--- config.mk ---
export PLATFORM = sky130hd
export DESIGN_NAME = modem_tone_line_handshake_regs
export DESIGN_NICKNAME = d
export VERILOG_FILES = /design/src/shared/modem_regs_pkg.sv /design/src/core/sync2.sv /design/src/core/modem_tone_line_handshake_regs.sv
export SDC_FILE = /design/constraint.sdc
export NUM_CORES = 1
export LEC_CHECK = 0
export ABC_AREA = 1
export BUFFER_PORTS_ARGS = -buffer_cell sky130_fd_sc_hd__buf_4
export CORE_UTILIZATION = 30
export DETAILED_ROUTE_END_ITERATION = 6
export HOLD_SLACK_MARGIN = 0.08
export MAX_ROUTING_LAYER = met4
export SLEW_MARGIN = 0
export SYNTH_ARGS = -nofsm -noshare
export SYNTH_HDL_FRONTEND = slang
export SYNTH_SLANG_ARGS = --single-unit
--- constraint.sdc ---
create_clock -name clk -period 1.31 [get_ports clk]
set_input_delay 0.131 -clock clk [delete_from_list [all_inputs] [get_ports clk]]
set_output_delay 0.131 -clock clk [all_outputs]
set_load 0.05 [all_outputs]
--- src/shared/modem_regs_pkg.sv ---
package modem_regs_pkg;

  // modem-bus register indices (3-bit address)
  localparam logic [2:0] MADDR_TONE = 3'h4;
  localparam logic [2:0] MADDR_LINE = 3'h5;
  localparam logic [2:0] MADDR_SCRATCH = 3'h6;
  localparam logic [2:0] MADDR_HANDSHAKE = 3'h7;
  localparam logic [2:0] MADDR_CTRL_TWO = 3'h2;
  // uart-bus register indices (4-bit address)
  localparam logic [3:0] UADDR_LINE = 4'hd;
  localparam logic [3:0] UADDR_SCRATCH = 4'he;
  localparam logic [3:0] UADDR_HANDSHAKE = 4'hf;

  // tone register fields
  localparam int TONE_SEL_LSB = 0;
  localparam int TONE_SEL_W = 4;
  localparam int TONE_VARIANT_BIT = 0;
  localparam int TONE_PAIR_BIT = 4;
  localparam int TONE_ANSWER_BIT = 5;
  localparam int TONE_GUARD_BIT = 6;
  localparam int TONE_ROUTE_BIT = 7;
  // line control fields
  localparam int LINE_HOOK_BIT = 5;
  localparam int LINE_VOL_LSB = 6;
  localparam logic [7:0] LINE_USED_MASK = 8'he0;
  // handshake fields
  localparam int HS_STATUS_W = 4;
  localparam int HS_CTS_BIT = 0;
  localparam int HS_DSR_BIT = 1;
  localparam int HS_DCD_BIT = 2;
  localparam int HS_RI_BIT = 3;
  localparam int HS_DTR_BIT = 4;
  localparam int HS_RTS_BIT = 5;
  localparam int HS_CLK_BIT = 7;

  // reset values
  localparam logic [7:0] TONE_RST = 8'h00;
  localparam logic [7:0] LINE_RST = 8'h00;
  localparam logic [7:0] SCRATCH_RST = 8'h00;
  localparam logic [3:0] HS_STATUS_RST = 4'h0;

  // speaker levels
  typedef enum logic [1:0] {
    SPK_OFF = 2'h0,
    SPK_M24 = 2'h1,
    SPK_M12 = 2'h2,
    SPK_0DB = 2'h3
  } spk_level_t;

  // transmit source chosen for the analog section
  typedef enum logic [4:0] {
    TX_IDLE = 5'h01,
    TX_PAIR = 5'h02,
    ANSWER_TONE_TRANSMIT_2225 = 5'h04,
    ANSWER_TONE_TRANSMIT_2100 = 5'h08,
    TX_GUARD = 5'h10
  } tx_src_t;

  // a register-bus access
  typedef struct packed {
    logic rd;
    logic wr;
    logic [3:0] addr;
    logic [7:0] wdata;
  } bus_req_t;

  // modem status handed to the uart
  typedef struct packed {
    logic cts;
    logic dsr;
    logic dcd;
    logic ri;
  } modem_status_t;

endpackage

--- src/core/sync2.sv ---
`timescale 1ns/1ps
module sync2 #(
  parameter int W = 1
) (
  input wire logic clk,
  input wire logic ce,
  input wire logic [W-1:0] d,
  output logic [W-1:0] q
);
  logic [W-1:0] meta_r;

  // first stage feeds only the second
  always_ff @(posedge clk) begin
    if (ce) begin
      meta_r <= d;
      q <= meta_r;
    end
  end
endmodule

--- src/core/modem_tone_line_handshake_regs.sv ---
`timescale 1ns/1ps
module modem_tone_line_handshake_regs (
  // clock and control
  input wire logic clk,
  input wire logic reset_n,
  input wire logic ce,
  // modem (local processor) bus
  input wire logic m_rd,
  input wire logic m_wr,
  input wire logic [2:0] m_addr,
  input wire logic [7:0] m_wdata,
  output logic [7:0] m_rdata,
  // uart (host) bus
  input wire logic u_rd,
  input wire logic u_wr,
  input wire logic [3:0] u_addr,
  input wire logic [7:0] u_wdata,
  output logic [7:0] u_rdata,
  // mode and straps from pins
  input wire logic standalone_strap,
  input wire logic dual_port,
  // transmit conditions from control register zero
  input wire logic tx_enable,
  input wire logic answer_mode,
  // uart core side
  input wire logic uart_txd,
  input wire logic uart_tx_bit_clock,
  input wire logic uart_dtr,
  input wire logic uart_rts,
  output logic uart_rxd,
  output modem_regs_pkg::modem_status_t uart_status,
  // modem datapath
  input wire logic modem_rx_data,
  // external modem-status pins
  input wire modem_regs_pkg::modem_status_t status_pins,
  // serial pins
  input wire logic rxd_pin_in,
  output logic rxd_pin_out,
  output logic rxd_pin_oe_n,
  output logic txd_pin,
  // relay open-drain pin
  output logic hook_pin_out,
  output logic hook_pin_oe_n,
  // to analog section
  output modem_regs_pkg::tx_src_t tx_source,
  output logic [3:0] tone_pair_sel,
  output logic guard_alt,
  output modem_regs_pkg::spk_level_t speaker_level
);
  logic [7:0] tone_r;
  logic [7:0] line_r;
  logic [7:0] scratch_r;
  logic [3:0] hs_status_r;
  logic strap_s;
  logic rxd_s;
  logic uart_tx_bit_clock_s;
  logic [3:0] status_s;
  logic m_hit_tone;
  logic m_hit_line;
  logic m_hit_scr;
  logic m_hit_hs;
  logic u_hit_line;
  logic u_hit_scr;
  logic [7:0] hs_view;
  logic route_uart;
  modem_regs_pkg::tx_src_t src_nxt;
  logic [7:0] m_rdata_nxt;
  logic [7:0] u_rdata_nxt;
  modem_regs_pkg::bus_req_t m_req;
  modem_regs_pkg::bus_req_t u_req;
  modem_regs_pkg::modem_status_t hs_status_map;
  logic txd_dly_r;

  // pin-side inputs cross into clk through two flops
  sync2 #(.W(7)) pin_sync (
    .clk(clk),
    .ce(ce),
    .d({standalone_strap, rxd_pin_in, uart_tx_bit_clock, status_pins}),
    .q({strap_s, rxd_s, uart_tx_bit_clock_s, status_s})
  );

  // each port travels as one request
  always_comb begin
    m_req = '0;
    m_req.rd = m_rd;
    m_req.wr = m_wr;
    m_req.addr = {1'b0, m_addr};
    m_req.wdata = m_wdata;
  end

  always_comb begin
    u_req = '0;
    u_req.rd = u_rd;
    u_req.wr = u_wr;
    u_req.addr = u_addr;
    u_req.wdata = u_wdata;
  end

  assign m_hit_tone = m_req.addr[2:0] == modem_regs_pkg::MADDR_TONE;
  assign m_hit_line = m_req.addr[2:0] == modem_regs_pkg::MADDR_LINE;
  assign m_hit_scr = m_req.addr[2:0] == modem_regs_pkg::MADDR_SCRATCH;
  assign m_hit_hs = m_req.addr[2:0] == modem_regs_pkg::MADDR_HANDSHAKE;
  assign u_hit_line = u_req.addr == modem_regs_pkg::UADDR_LINE;
  assign u_hit_scr = u_req.addr == modem_regs_pkg::UADDR_SCRATCH;

  // reserved register two is not decoded
  always_ff @(posedge clk) begin
    if (ce) begin
      if (!reset_n) begin
        tone_r <= modem_regs_pkg::TONE_RST;
      end else if (m_req.wr && m_hit_tone) begin
        tone_r <= m_req.wdata;
      end
    end
  end

  // both buses reach this register; the modem side wins a collision
  // line writes keep only the used bits
  always_ff @(posedge clk) begin
    if (ce) begin
      if (!reset_n) begin
        line_r <= modem_regs_pkg::LINE_RST;
      end else if (m_req.wr && m_hit_line) begin
        line_r <= m_req.wdata & modem_regs_pkg::LINE_USED_MASK;
      end else if (u_req.wr && u_hit_line) begin
        line_r <= u_req.wdata & modem_regs_pkg::LINE_USED_MASK;
      end
    end
  end

  // one location, modem bus wins a same-cycle collision
  always_ff @(posedge clk) begin
    if (ce) begin
      if (!reset_n) begin
        scratch_r <= modem_regs_pkg::SCRATCH_RST;
      end else if (m_req.wr && m_hit_scr) begin
        scratch_r <= m_req.wdata;
      end else if (u_req.wr && u_hit_scr) begin
        scratch_r <= u_req.wdata;
      end
    end
  end

  always_ff @(posedge clk) begin
    if (ce) begin
      if (!reset_n) begin
        hs_status_r <= modem_regs_pkg::HS_STATUS_RST;
      end else if (m_req.wr && m_hit_hs && dual_port) begin
        hs_status_r <= m_req.wdata[modem_regs_pkg::HS_STATUS_W-1:0];
      end
    end
  end

  // register bits d0 to d3 land on the named status lines
  always_comb begin
    hs_status_map = '0;
    hs_status_map.cts = hs_status_r[modem_regs_pkg::HS_CTS_BIT];
    hs_status_map.dsr = hs_status_r[modem_regs_pkg::HS_DSR_BIT];
    hs_status_map.dcd = hs_status_r[modem_regs_pkg::HS_DCD_BIT];
    hs_status_map.ri = hs_status_r[modem_regs_pkg::HS_RI_BIT];
  end

  always_ff @(posedge clk) begin
    if (ce) begin
      if (!reset_n) begin
        uart_status <= '0;
      end else begin
        uart_status <= dual_port ? hs_status_map :
                       modem_regs_pkg::modem_status_t'(status_s);
      end
    end
  end

  // bit seven is the synced clock, two edges behind the uart
  // handshake read view
  always_comb begin
    hs_view = '0;
    hs_view[modem_regs_pkg::HS_STATUS_W-1:0] = hs_status_r;
    hs_view[modem_regs_pkg::HS_DTR_BIT] = uart_dtr;
    hs_view[modem_regs_pkg::HS_RTS_BIT] = uart_rts;
    hs_view[modem_regs_pkg::HS_CLK_BIT] = uart_tx_bit_clock_s;
  end

  always_comb begin
    m_rdata_nxt = '0;
    unique case (m_req.addr[2:0])
      modem_regs_pkg::MADDR_TONE: m_rdata_nxt = tone_r;
      modem_regs_pkg::MADDR_LINE: m_rdata_nxt = line_r;
      modem_regs_pkg::MADDR_SCRATCH: m_rdata_nxt = scratch_r;
      modem_regs_pkg::MADDR_HANDSHAKE: m_rdata_nxt = hs_view;
      default: m_rdata_nxt = '0;
    endcase
  end

  always_comb begin
    u_rdata_nxt = '0;
    unique case (u_req.addr)
      modem_regs_pkg::UADDR_LINE: u_rdata_nxt = line_r;
      modem_regs_pkg::UADDR_SCRATCH: u_rdata_nxt = scratch_r;
      modem_regs_pkg::UADDR_HANDSHAKE: u_rdata_nxt = hs_view;
      default: u_rdata_nxt = '0;
    endcase
  end

  // read data registered, one cycle after the strobe
  // it holds until the next read, so a late sample still sees it
  always_ff @(posedge clk) begin
    if (ce) begin
      if (!reset_n) begin
        m_rdata <= '0;
        u_rdata <= '0;
      end else begin
        if (m_req.rd) begin
          m_rdata <= m_rdata_nxt;
        end
        if (u_req.rd) begin
          u_rdata <= u_rdata_nxt;
        end
      end
    end
  end

  // transmit source priority
  always_comb begin
    src_nxt = modem_regs_pkg::TX_IDLE;
    if (tone_r[modem_regs_pkg::TONE_PAIR_BIT]) begin
      // pair overrides, gated by transmit enable
      if (tx_enable) begin
        src_nxt = modem_regs_pkg::TX_PAIR;
      end
    end else if (tone_r[modem_regs_pkg::TONE_ANSWER_BIT]) begin
      if (tx_enable && answer_mode) begin
        src_nxt = tone_r[modem_regs_pkg::TONE_VARIANT_BIT] ?
                  modem_regs_pkg::ANSWER_TONE_TRANSMIT_2100 :
                  modem_regs_pkg::ANSWER_TONE_TRANSMIT_2225;
      end
    end else if (tone_r[modem_regs_pkg::TONE_GUARD_BIT]) begin
      // guard needs no transmit enable, the bit alone starts it
      // guard tone enable
      src_nxt = modem_regs_pkg::TX_GUARD;
    end
  end

  always_ff @(posedge clk) begin
    if (ce) begin
      if (!reset_n) begin
        tx_source <= modem_regs_pkg::TX_IDLE;
        tone_pair_sel <= '0;
        guard_alt <= 1'b0;
        speaker_level <= modem_regs_pkg::SPK_OFF;
      end else begin
        tx_source <= src_nxt;
        tone_pair_sel <= tone_r[modem_regs_pkg::TONE_SEL_LSB +:
                                modem_regs_pkg::TONE_SEL_W];
        guard_alt <= tone_r[modem_regs_pkg::TONE_VARIANT_BIT];
        speaker_level <= modem_regs_pkg::spk_level_t'(
          line_r[modem_regs_pkg::LINE_VOL_LSB +: 2]);
      end
    end
  end

  // open-drain relay: enable low pulls the pin low
  always_ff @(posedge clk) begin
    if (ce) begin
      if (!reset_n) begin
        hook_pin_out <= 1'b0;
        hook_pin_oe_n <= 1'b1;
      end else begin
        hook_pin_out <= 1'b0;
        hook_pin_oe_n <= !line_r[modem_regs_pkg::LINE_HOOK_BIT];
      end
    end
  end

  assign route_uart = tone_r[modem_regs_pkg::TONE_ROUTE_BIT];

  // a skew here would show a data change before the clock fall
  // uart data delayed to match the synced bit clock
  always_ff @(posedge clk) begin
    if (ce) begin
      if (!reset_n) begin
        txd_dly_r <= 1'b1;
      end else begin
        txd_dly_r <= uart_txd;
      end
    end
  end

  // serial pin routing; mark is high and idles the uart input
  always_ff @(posedge clk) begin
    if (ce) begin
      if (!reset_n) begin
        rxd_pin_out <= 1'b1;
        rxd_pin_oe_n <= 1'b1;
        txd_pin <= 1'b1;
        uart_rxd <= 1'b1;
      end else if (route_uart) begin
        rxd_pin_oe_n <= 1'b1;
        rxd_pin_out <= 1'b1;
        uart_rxd <= rxd_s;
        txd_pin <= txd_dly_r;
      end else if (strap_s) begin
        // input ignored, transmit held at mark
        rxd_pin_oe_n <= 1'b1;
        rxd_pin_out <= 1'b1;
        uart_rxd <= 1'b1;
        txd_pin <= 1'b1;
      end else begin
        rxd_pin_oe_n <= 1'b0;
        rxd_pin_out <= modem_rx_data;
        uart_rxd <= modem_rx_data;
        txd_pin <= txd_dly_r;
      end
    end
  end
endmodule

# == Yosys cells after proc, flatten, opt, wreduce, memory -nomap -nowiden ==
# Index checks and enable logic that the tools add are counted.
# op_classes
eq_ne,13
n_mux,22
bitwise_logic,1
n_reduce_logical,16
# op_table
cell,n
8-bit two-way mux,7
8-bit one-hot mux with 4 select lines,1
8-bit one-hot mux with 3 select lines,1
4-bit two-way mux,4
5-bit two-way mux,3
"3-bit == test, second input constant",4
"4-bit == test, second input constant",3
2-bit AND reduction,6
1-bit logical AND,8
"2-bit by 1-bit != test with 1-bit output, second input constant",4
"3-bit by 1-bit != test with 1-bit output, second input constant",2
1-bit two-way mux,5
2-bit two-way mux,1
2-bit OR reduction,1
1-bit zero test,1
1-bit inverter,1
# totals
regBits,75
wordCells,74

# == Longest topological paths before layout ==
# Gate-level depths: netlist of run 1.
# depth
word_depth,5
depth_mapped,7

# == Cells and area by module ==
# From an unflattened synthesis of run 1, not the netlist that was laid out.
# hier_totals
hier_cells,319
hier_area_um2,3338.2
# by_module_without_submodules
mod,n_inst,cells_each,area_per_inst_um2
modem_tone_line_handshake_regs,1,305,2917.8
sync2,1,14,420.4

# == Least setup slack after synthesis of run 1 ==
# OpenSTA, ideal clock, no wires.
# synth_path
kind,input to register
from,input port m_addr[1]
to,"register tone_r[0], enable pin"
t_arrival_ps,984
required_time_ps,935
setup_slack_ps,-49
stages,4
path_buffers,1
cell_sequence,buf_4 -> nor2_4 -> nand3_1 -> a21oi_1
# synth_between
elab_chain_len,4
# synth_rtl
item,line_no,source
start: declaration,modem_tone_line_handshake_regs.sv:10,"input wire logic [2:0] m_addr,"
3-bit == test,modem_tone_line_handshake_regs.sv:99,assign m_hit_tone = m_req.addr[2:0] == modem_regs_pkg::MADDR_TONE;
1-bit logical AND,modem_tone_line_handshake_regs.sv:111,end else if (m_req.wr && m_hit_tone) begin
2-bit by 1-bit != test with 1-bit output (no line),n/a,
2-bit AND reduction (no line),n/a,
end signal: assignment,modem_tone_line_handshake_regs.sv:110,tone_r <= modem_regs_pkg::TONE_RST;
end signal: assignment,modem_tone_line_handshake_regs.sv:112,tone_r <= m_req.wdata;
end: declaration,modem_tone_line_handshake_regs.sv:50,logic [7:0] tone_r;
# Every way passes these cells.
# A chain may end at the register's enable or synchronous reset.

# == Worst setup path in the final report of run 1 ==
# layout_path
from,register tone_pair_sel[0]
to,output port tone_pair_sel[0]
# layout_lines
item,line_no,source
start: declaration,modem_tone_line_handshake_regs.sv:46,"output logic [3:0] tone_pair_sel,"
start signal: assignment,modem_tone_line_handshake_regs.sv:253,tone_pair_sel <= tone_r[modem_regs_pkg::TONE_SEL_LSB +:
# No word-level cell between the ends.

==> results of run 1 <==
[timing repair]
action,4_1_cts,5_1_grt
hold buffers,9,0
endpoints found under the hold margin,10,0
buffers inserted,0,0
[synthesized netlist by cell type]
cell type / number
buf_4: 3
nand2_2: 1
nor2_4: 1
a21oi_1: 9
nor4_1: 2
inv_1: 49
nand4_1: 18
buf_6: 3
inv_4: 1
a21oi_2: 2
conb_1: 1
buf_2: 7
nor2_1: 25
nand3_1: 24
nand4_2: 2
nand4_4: 1
inv_6: 1
o21ai_0: 5
inv_2: 3
nand2_1: 82
o211ai_1: 1
edfxtp_1: 74
o21ai_1: 1
nand2_4: 1
or2_2: 1
nor2_2: 2
[metrics by stage]
step                setup slack, ns  cells  hold WS [ns]
finish                       0.2274    564        0.1140
global route                 0.1537    564        0.1175
CTS                          0.1958    564        0.1025
detailed placement          0.06634    539        0.3105
global placement             0.1022    539        0.3098
floorplan                   0.04512    320        0.2299
[state kept, by name, indices dropped and copies added, names as in the netlist, 2 cells and up]
signal,cells
pin_sync.meta_r,7
uart_status,4
hs_status_r,4
scratch_r,8
line_r,3
u_rdata,8
tone_r,8
pin_sync.q,7
tone_pair_sel,4
tx_source,5
m_rdata,8
speaker_level,2
[logic make-up after synthesis]
group                  Yosys count  share of synthesized area [%]
AOI/OAI and AO/OA               18                          2.972
buffers and inverters           67                          8.952
DFF                             74                          65.97
other                            1                         0.1113
and+or+nand+nor                160                          21.99
[layer usage]
layer,vias to the layer above,global-route usage (%)
met2,72,22.34
li1,1264,-
met3,12,2.773
met4,0,6.458
met5,-,-
met1,1150,16.25
[where the power goes]
part           switching [uW]  internal, uW  leakage [uW]  total, uW
clock                     786          1070     0.0000972       1850
combinational             515           279       0.00123        794
sequential               78.7          2790      0.000716       2870
total                    1380          4130       0.00205       5510
[worst paths after layout]
| kind | start | depth (start not counted) | endpoint | slack (ns) |
|---|---|---|---|---|
| setup / recovery | tone_pair_sel[0]$_SDFFCE_PN0P_ | 1 | tone_pair_sel[0] | 0.23 |
| hold / removal | m_wdata[0] | 3 | tone_r[0]$_SDFFCE_PN0P_ | 0.11 |
| setup reg to reg | tone_r[5]$_SDFFCE_PN0P_ | 4 | m_rdata[5]$_SDFFCE_PN0P_ | 0.23 |
| hold reg to reg | pin_sync.meta_r[6]$_DFFE_PP_ | 0 | pin_sync.q[6]$_DFFE_PP_ | 0.42 |
[worst min-delay path, stage by stage]
cell	delay (ns)
buf_4	0.08
nand2_1	0.06
inv_1	0.08
[area by class of cell]
| class | instances | area share (%) |
|---|---|---|
| inverter | 54 | 4.722 |
| timing repair buffer | 101 | 17.54 |
| multi-input combinational | 179 | 19.17 |
| clock inverter | 5 | 1.771 |
| tap | 140 | 3.935 |
| clock buffer | 11 | 2.951 |
| sequential | 74 | 49.92 |
[layout by cell type (no fill, tap or decap)]
| cell | count |
|---|---|
| inv_2 | 3 |
| nand2_4 | 1 |
| o21ai_0 | 5 |
| clkinv_1 | 1 |
| inv_4 | 1 |
| a21oi_2 | 3 |
| dlygate4sd3_1 | 9 |
| nand4_1 | 18 |
| nand4_4 | 1 |
| inv_1 | 49 |
| nand2_2 | 1 |
| conb_1 | 1 |
| nor4_1 | 2 |
| edfxtp_1 | 74 |
| clkbuf_8 | 9 |
| nand4_2 | 2 |
| or2_2 | 1 |
| inv_6 | 1 |
| buf_4 | 92 |
| nand2_1 | 82 |
| clkbuf_1 | 2 |
| clkinvlp_4 | 2 |
| nor2_4 | 1 |
| o21ai_1 | 1 |
| nand3_1 | 24 |
| bufinv_16 | 2 |
| nor2_1 | 23 |
| a21oi_1 | 8 |
| o211ai_1 | 1 |
| nor2_2 | 4 |
==> results.toml, run 1 <==
[clock_network]
clk_pin_slew_worst_paths_ns = 0.08
clock_latency_ns = 0.34
h-tree-depth = 3
clock-root-buffer = "clkbuf_8"
cts_buffers = 9
clock_path_buffers = 2
clock_sinks = 74
cts_tree = "built"
post_cts_resize_count = 0

[drt]
drtPass1Iterations = 4
viasPerCell = 4.429
drt_iter0_drc = 93
wl_per_cell_microns = 13.04
antenna_left = 0
vias = 2498
wl_met1_mm = 3.270
met2_length_mm = 3.631
wl_met3_microns = 309
routed.top_layer = "met4"
drc = 0
wl_mm = 7.355

[placed_design]
dp_hpwl_mm = 5.756
placed_area_sq_mm = 0.004151
gp_congestion = 0.8620
portBuffers = 80

[worst_setup_path]
path_buf_inv = 1
worstPathArrival_ns = 0.95
crit_path_cell_trace = "buf_4"
crit_fanout = 2
cpPeakStageDelay_ns = 0.40
crit_type = "reg -> out"
critPathTopFamily = "flip-flops"
critPathCaptureType = "output pin"
crit_path_start_kind = "flop"
slowest_stage = "edfxtp_1"
required_ns = 1.18

[sta]
fin_crit_sh_pct = 82.64
skew_ns = 0.006824
fmax_ghz = 0.9237
final.setup.tns_ns = 0
setup_viol = 0
rsz0062_at_grt = "no"
hold_violations = 0
final-max-slew-violation-count = 0
min_period_ns = 1.083

[global_routing]
grt_overflow = 0
grt_pass1_vias = 2314
grt_usage_pct = 13.71
grt_max_degree = 36
antenna_found_initial = 0
grt_pass1_wl_mm = 11.38

[power]
totalPowerFinal_uw = 5514
peakVddDrop_v = 0.0004258
leakage_uw = 0.002046
p_per_area_mw_per_mm2 = 1239

[yosys]
synth_cell_type_count = 26
synthTopCellsByArea = "edfxtp_1 (66%), nand2_1 (9.1%), inv_1 (5.5%), nand3_1 (3.6%), nand4_1 (3.3%)"
synthDominantCellAreaShare_pct = 65.97
synth.ff_latch_count = 74
yosysWarnings = 0
synth_area_sq_mm = 0.003368
syn_nets = 364
yosysSeqAreaShare_pct = 65.97
syn_inst = 320
avgSynthCellArea_sq_um = 10.53
yosys.area.top_type = "edfxtp_1"

[floorplan]
fp.dieW_microns = 108.0
ios = 82
initial_core_util_pct = 30.94
die_y_microns = 108.0
core_sq_mm = 0.01089
rows = 38
dieArea_sq_mm = 0.01166

[final_layout]
fin_util_pct = 40.89
stdcell_area_sq_mm = 0.004452
finalNetCount = 463
syn_to_final_growth_pct = 32.17
multi_input_area_sq_um = 853.3
fill_cells = 1066
regArea_sq_mm = 0.002222
diodes = 0
drive_gt1_share_pct = 29.25

[worst_hold_path]
hold_class = "in -> reg"

[run_status]
status = "finished, final reports clean"

[run]
cap_viol_max_count = 0
Power figures use the tool's default switching activity.
==> inputs of run 2 (changes only) <==
- clock period: 1.31 -> 0.9 ns (I/O delays scaled with it)
==> run 2 against run 1 <==
Compared with the run above:
- the run now ends with hold timing, setup timing left
- combinational power up 83%
- routed wire length up 7.0%
- cell area up 14%
- count of clock-buffer cells in the layout down 1
- clock skew up 0.0028 ns
- flip-flop and latch count unchanged
- power up 48%
- first-iteration DRC count up 37%
- die area unchanged
- setup slack worse by 0.38 ns
- cell count up 6.0%
==> results.toml, run 2 (synthesis results as in run 1) <==
[run_status]
status = "finished with violations"
violations = "hold timing, setup timing"

[worst_setup_path]
worstPathArrival_ns = 1.16
required_ns = 1.01
crit_path_cell_trace = "nand3_2 > nand2_1 > nor2_1 > nor2_1"
crit_type = "reg -> reg"
critPathCaptureType = "flop"
slowest_stage = "edfxtp_1"
crit_path_start_kind = "flop"
crit_fanout = 4
cpPeakStageDelay_ns = 0.53
path_common_cell = "nor2_1"

[clock_network]
clock_latency_ns = 0.35
clock_sinks = 74
clock_path_buffers = 2
clock-root-buffer = "clkbuf_8"
cts_tree = "built"
cts_buffers = 9
h-tree-depth = 3
holdBufCountCts = 18
clk_pin_slew_worst_paths_ns = 0.08

[final_layout]
fill_cells = 1018
drive_gt1_share_pct = 40.61
layout_common_cells = "buf_4 (75), edfxtp_1 (74), nand2_1 (67)"
final_common_cell = "buf_4"
finalNetCount = 497
regArea_sq_mm = 0.002222
diodes = 0
stdcell_area_sq_mm = 0.005056
multi_input_area_sq_mm = 0.001017
syn_to_final_growth_pct = 50.11

[worst_hold_path]
hold_class = "in -> reg"

[sta]
min_period_ns = 1.057
finalWorstSetupSlack_ns = -0.1574
rsz0062_at_grt = "yes"
holdWs_ns = -0.004995
setup_viol = 63
hold_violations = 1
final-max-slew-violation-count = 0
fmax_ghz = 0.9458
fin_crit_sh_pct = 117.5
skew_ns = 0.009638
final.setup.tns_ns = -5.560

[drt]
wl_per_cell_microns = 13.16
antenna_left = 0
drtPass1Iterations = 4
viasPerCell = 4.415
drc = 0
drt_iter0_drc = 127
wl_mm = 7.869
vias = 2640

[placed_design]
dp_hpwl_mm = 5.947
placed_area_sq_mm = 0.004375
gp_congestion = 0.8548
portBuffers = 80
dpl_worst_slack_ns = -0.2419

[global_routing]
grt_pass1_wl_mm = 12.59
antenna_found_initial = 0
grt_max_degree = 28
grt_pass1_vias = 2552
grt_usage_pct = 14.78
grt_overflow = 0

[floorplan]
core_sq_mm = 0.01089
die_y_microns = 108.0
rows = 38
fp.dieW_microns = 108.0
ios = 82
dieArea_sq_mm = 0.01166
initial_core_util_pct = 30.94

[run]
cap_viol_max_count = 0

[power]
peakVddDrop_v = 0.0005826
leakage_uw = 0.002273
p_per_area_mw_per_mm2 = 1615
totalPowerFinal_uw = 8165
run 2: cell types whose count changed in the layout (fill, tap and decap cells not counted), moves of 4 or more:
cell           before  now
buf_6               0   41
a21oi_1             8    4
dlygate4sd3_1       9   17
buf_4              92   75
nand2_2             1   13
nand2_1            82   67
nor2_1             23   16
nor2_4              1    7
run 2: cell type report:
class / instances / area share, %
Multi-Input combinational cell: 179 / 20.12
Tap cell: 140 / 3.464
Clock inverter: 6 / 1.312
Inverter: 54 / 4.207
Sequential cell: 74 / 43.95
Clock buffer: 10 / 2.524
Timing Repair Buffer: 135 / 24.42
run 2: path summary, 6_finish.rpt:
kind,from,endpoint,slack [ns],cells past startpoint
max reg2reg,tone_r[7]$_SDFFCE_PN0P_,m_rdata[7]$_SDFFCE_PN0P_,-0.16,4
min,uart_txd,txd_dly_r$_SDFFCE_PN1P_,-0.005,2
max,tone_r[7]$_SDFFCE_PN0P_,m_rdata[7]$_SDFFCE_PN0P_,-0.16,4
min reg2reg,pin_sync.meta_r[5]$_DFFE_PP_,pin_sync.q[5]$_DFFE_PP_,0.42,0
run 2: worst max-delay path, delay by kind of cell, from the launching register on:
kind / cells / cell delay (ns)
and+or+nand+nor: 4 / 0.28
DFF: 1 / 0.53
run 2: routing by layer:
metal,part of all wire (%),track usage (%)
met1,44,18.09
met2,50,23.93
met3,4.4,3.677
met4,1.7,4.795
met5,0,-
run 2: power by group:
group	switching, uW	internal, uW	total [uW]	leakage [uW]
clock network	1240	1280	2530	0.0000889
registers	136	4060	4190	0.000716
logic	835	611	1450	0.00147
run 2: stage by stage:
stage | utilization [%] | cells
after CTS | 45.46 | 598
after detailed placement | 40.19 | 558
final | 46.44 | 598
after global routing | 46.44 | 598
after floorplan | - | 320
after global placement | 40.19 | 558
run 2: what timing repair did:
item	CTS	global route
buffers inserted	6	2
resized for setup	44	34
hold endpoints to repair	23	1
pin swaps	22	17
endpoints found under the setup margin	57	77
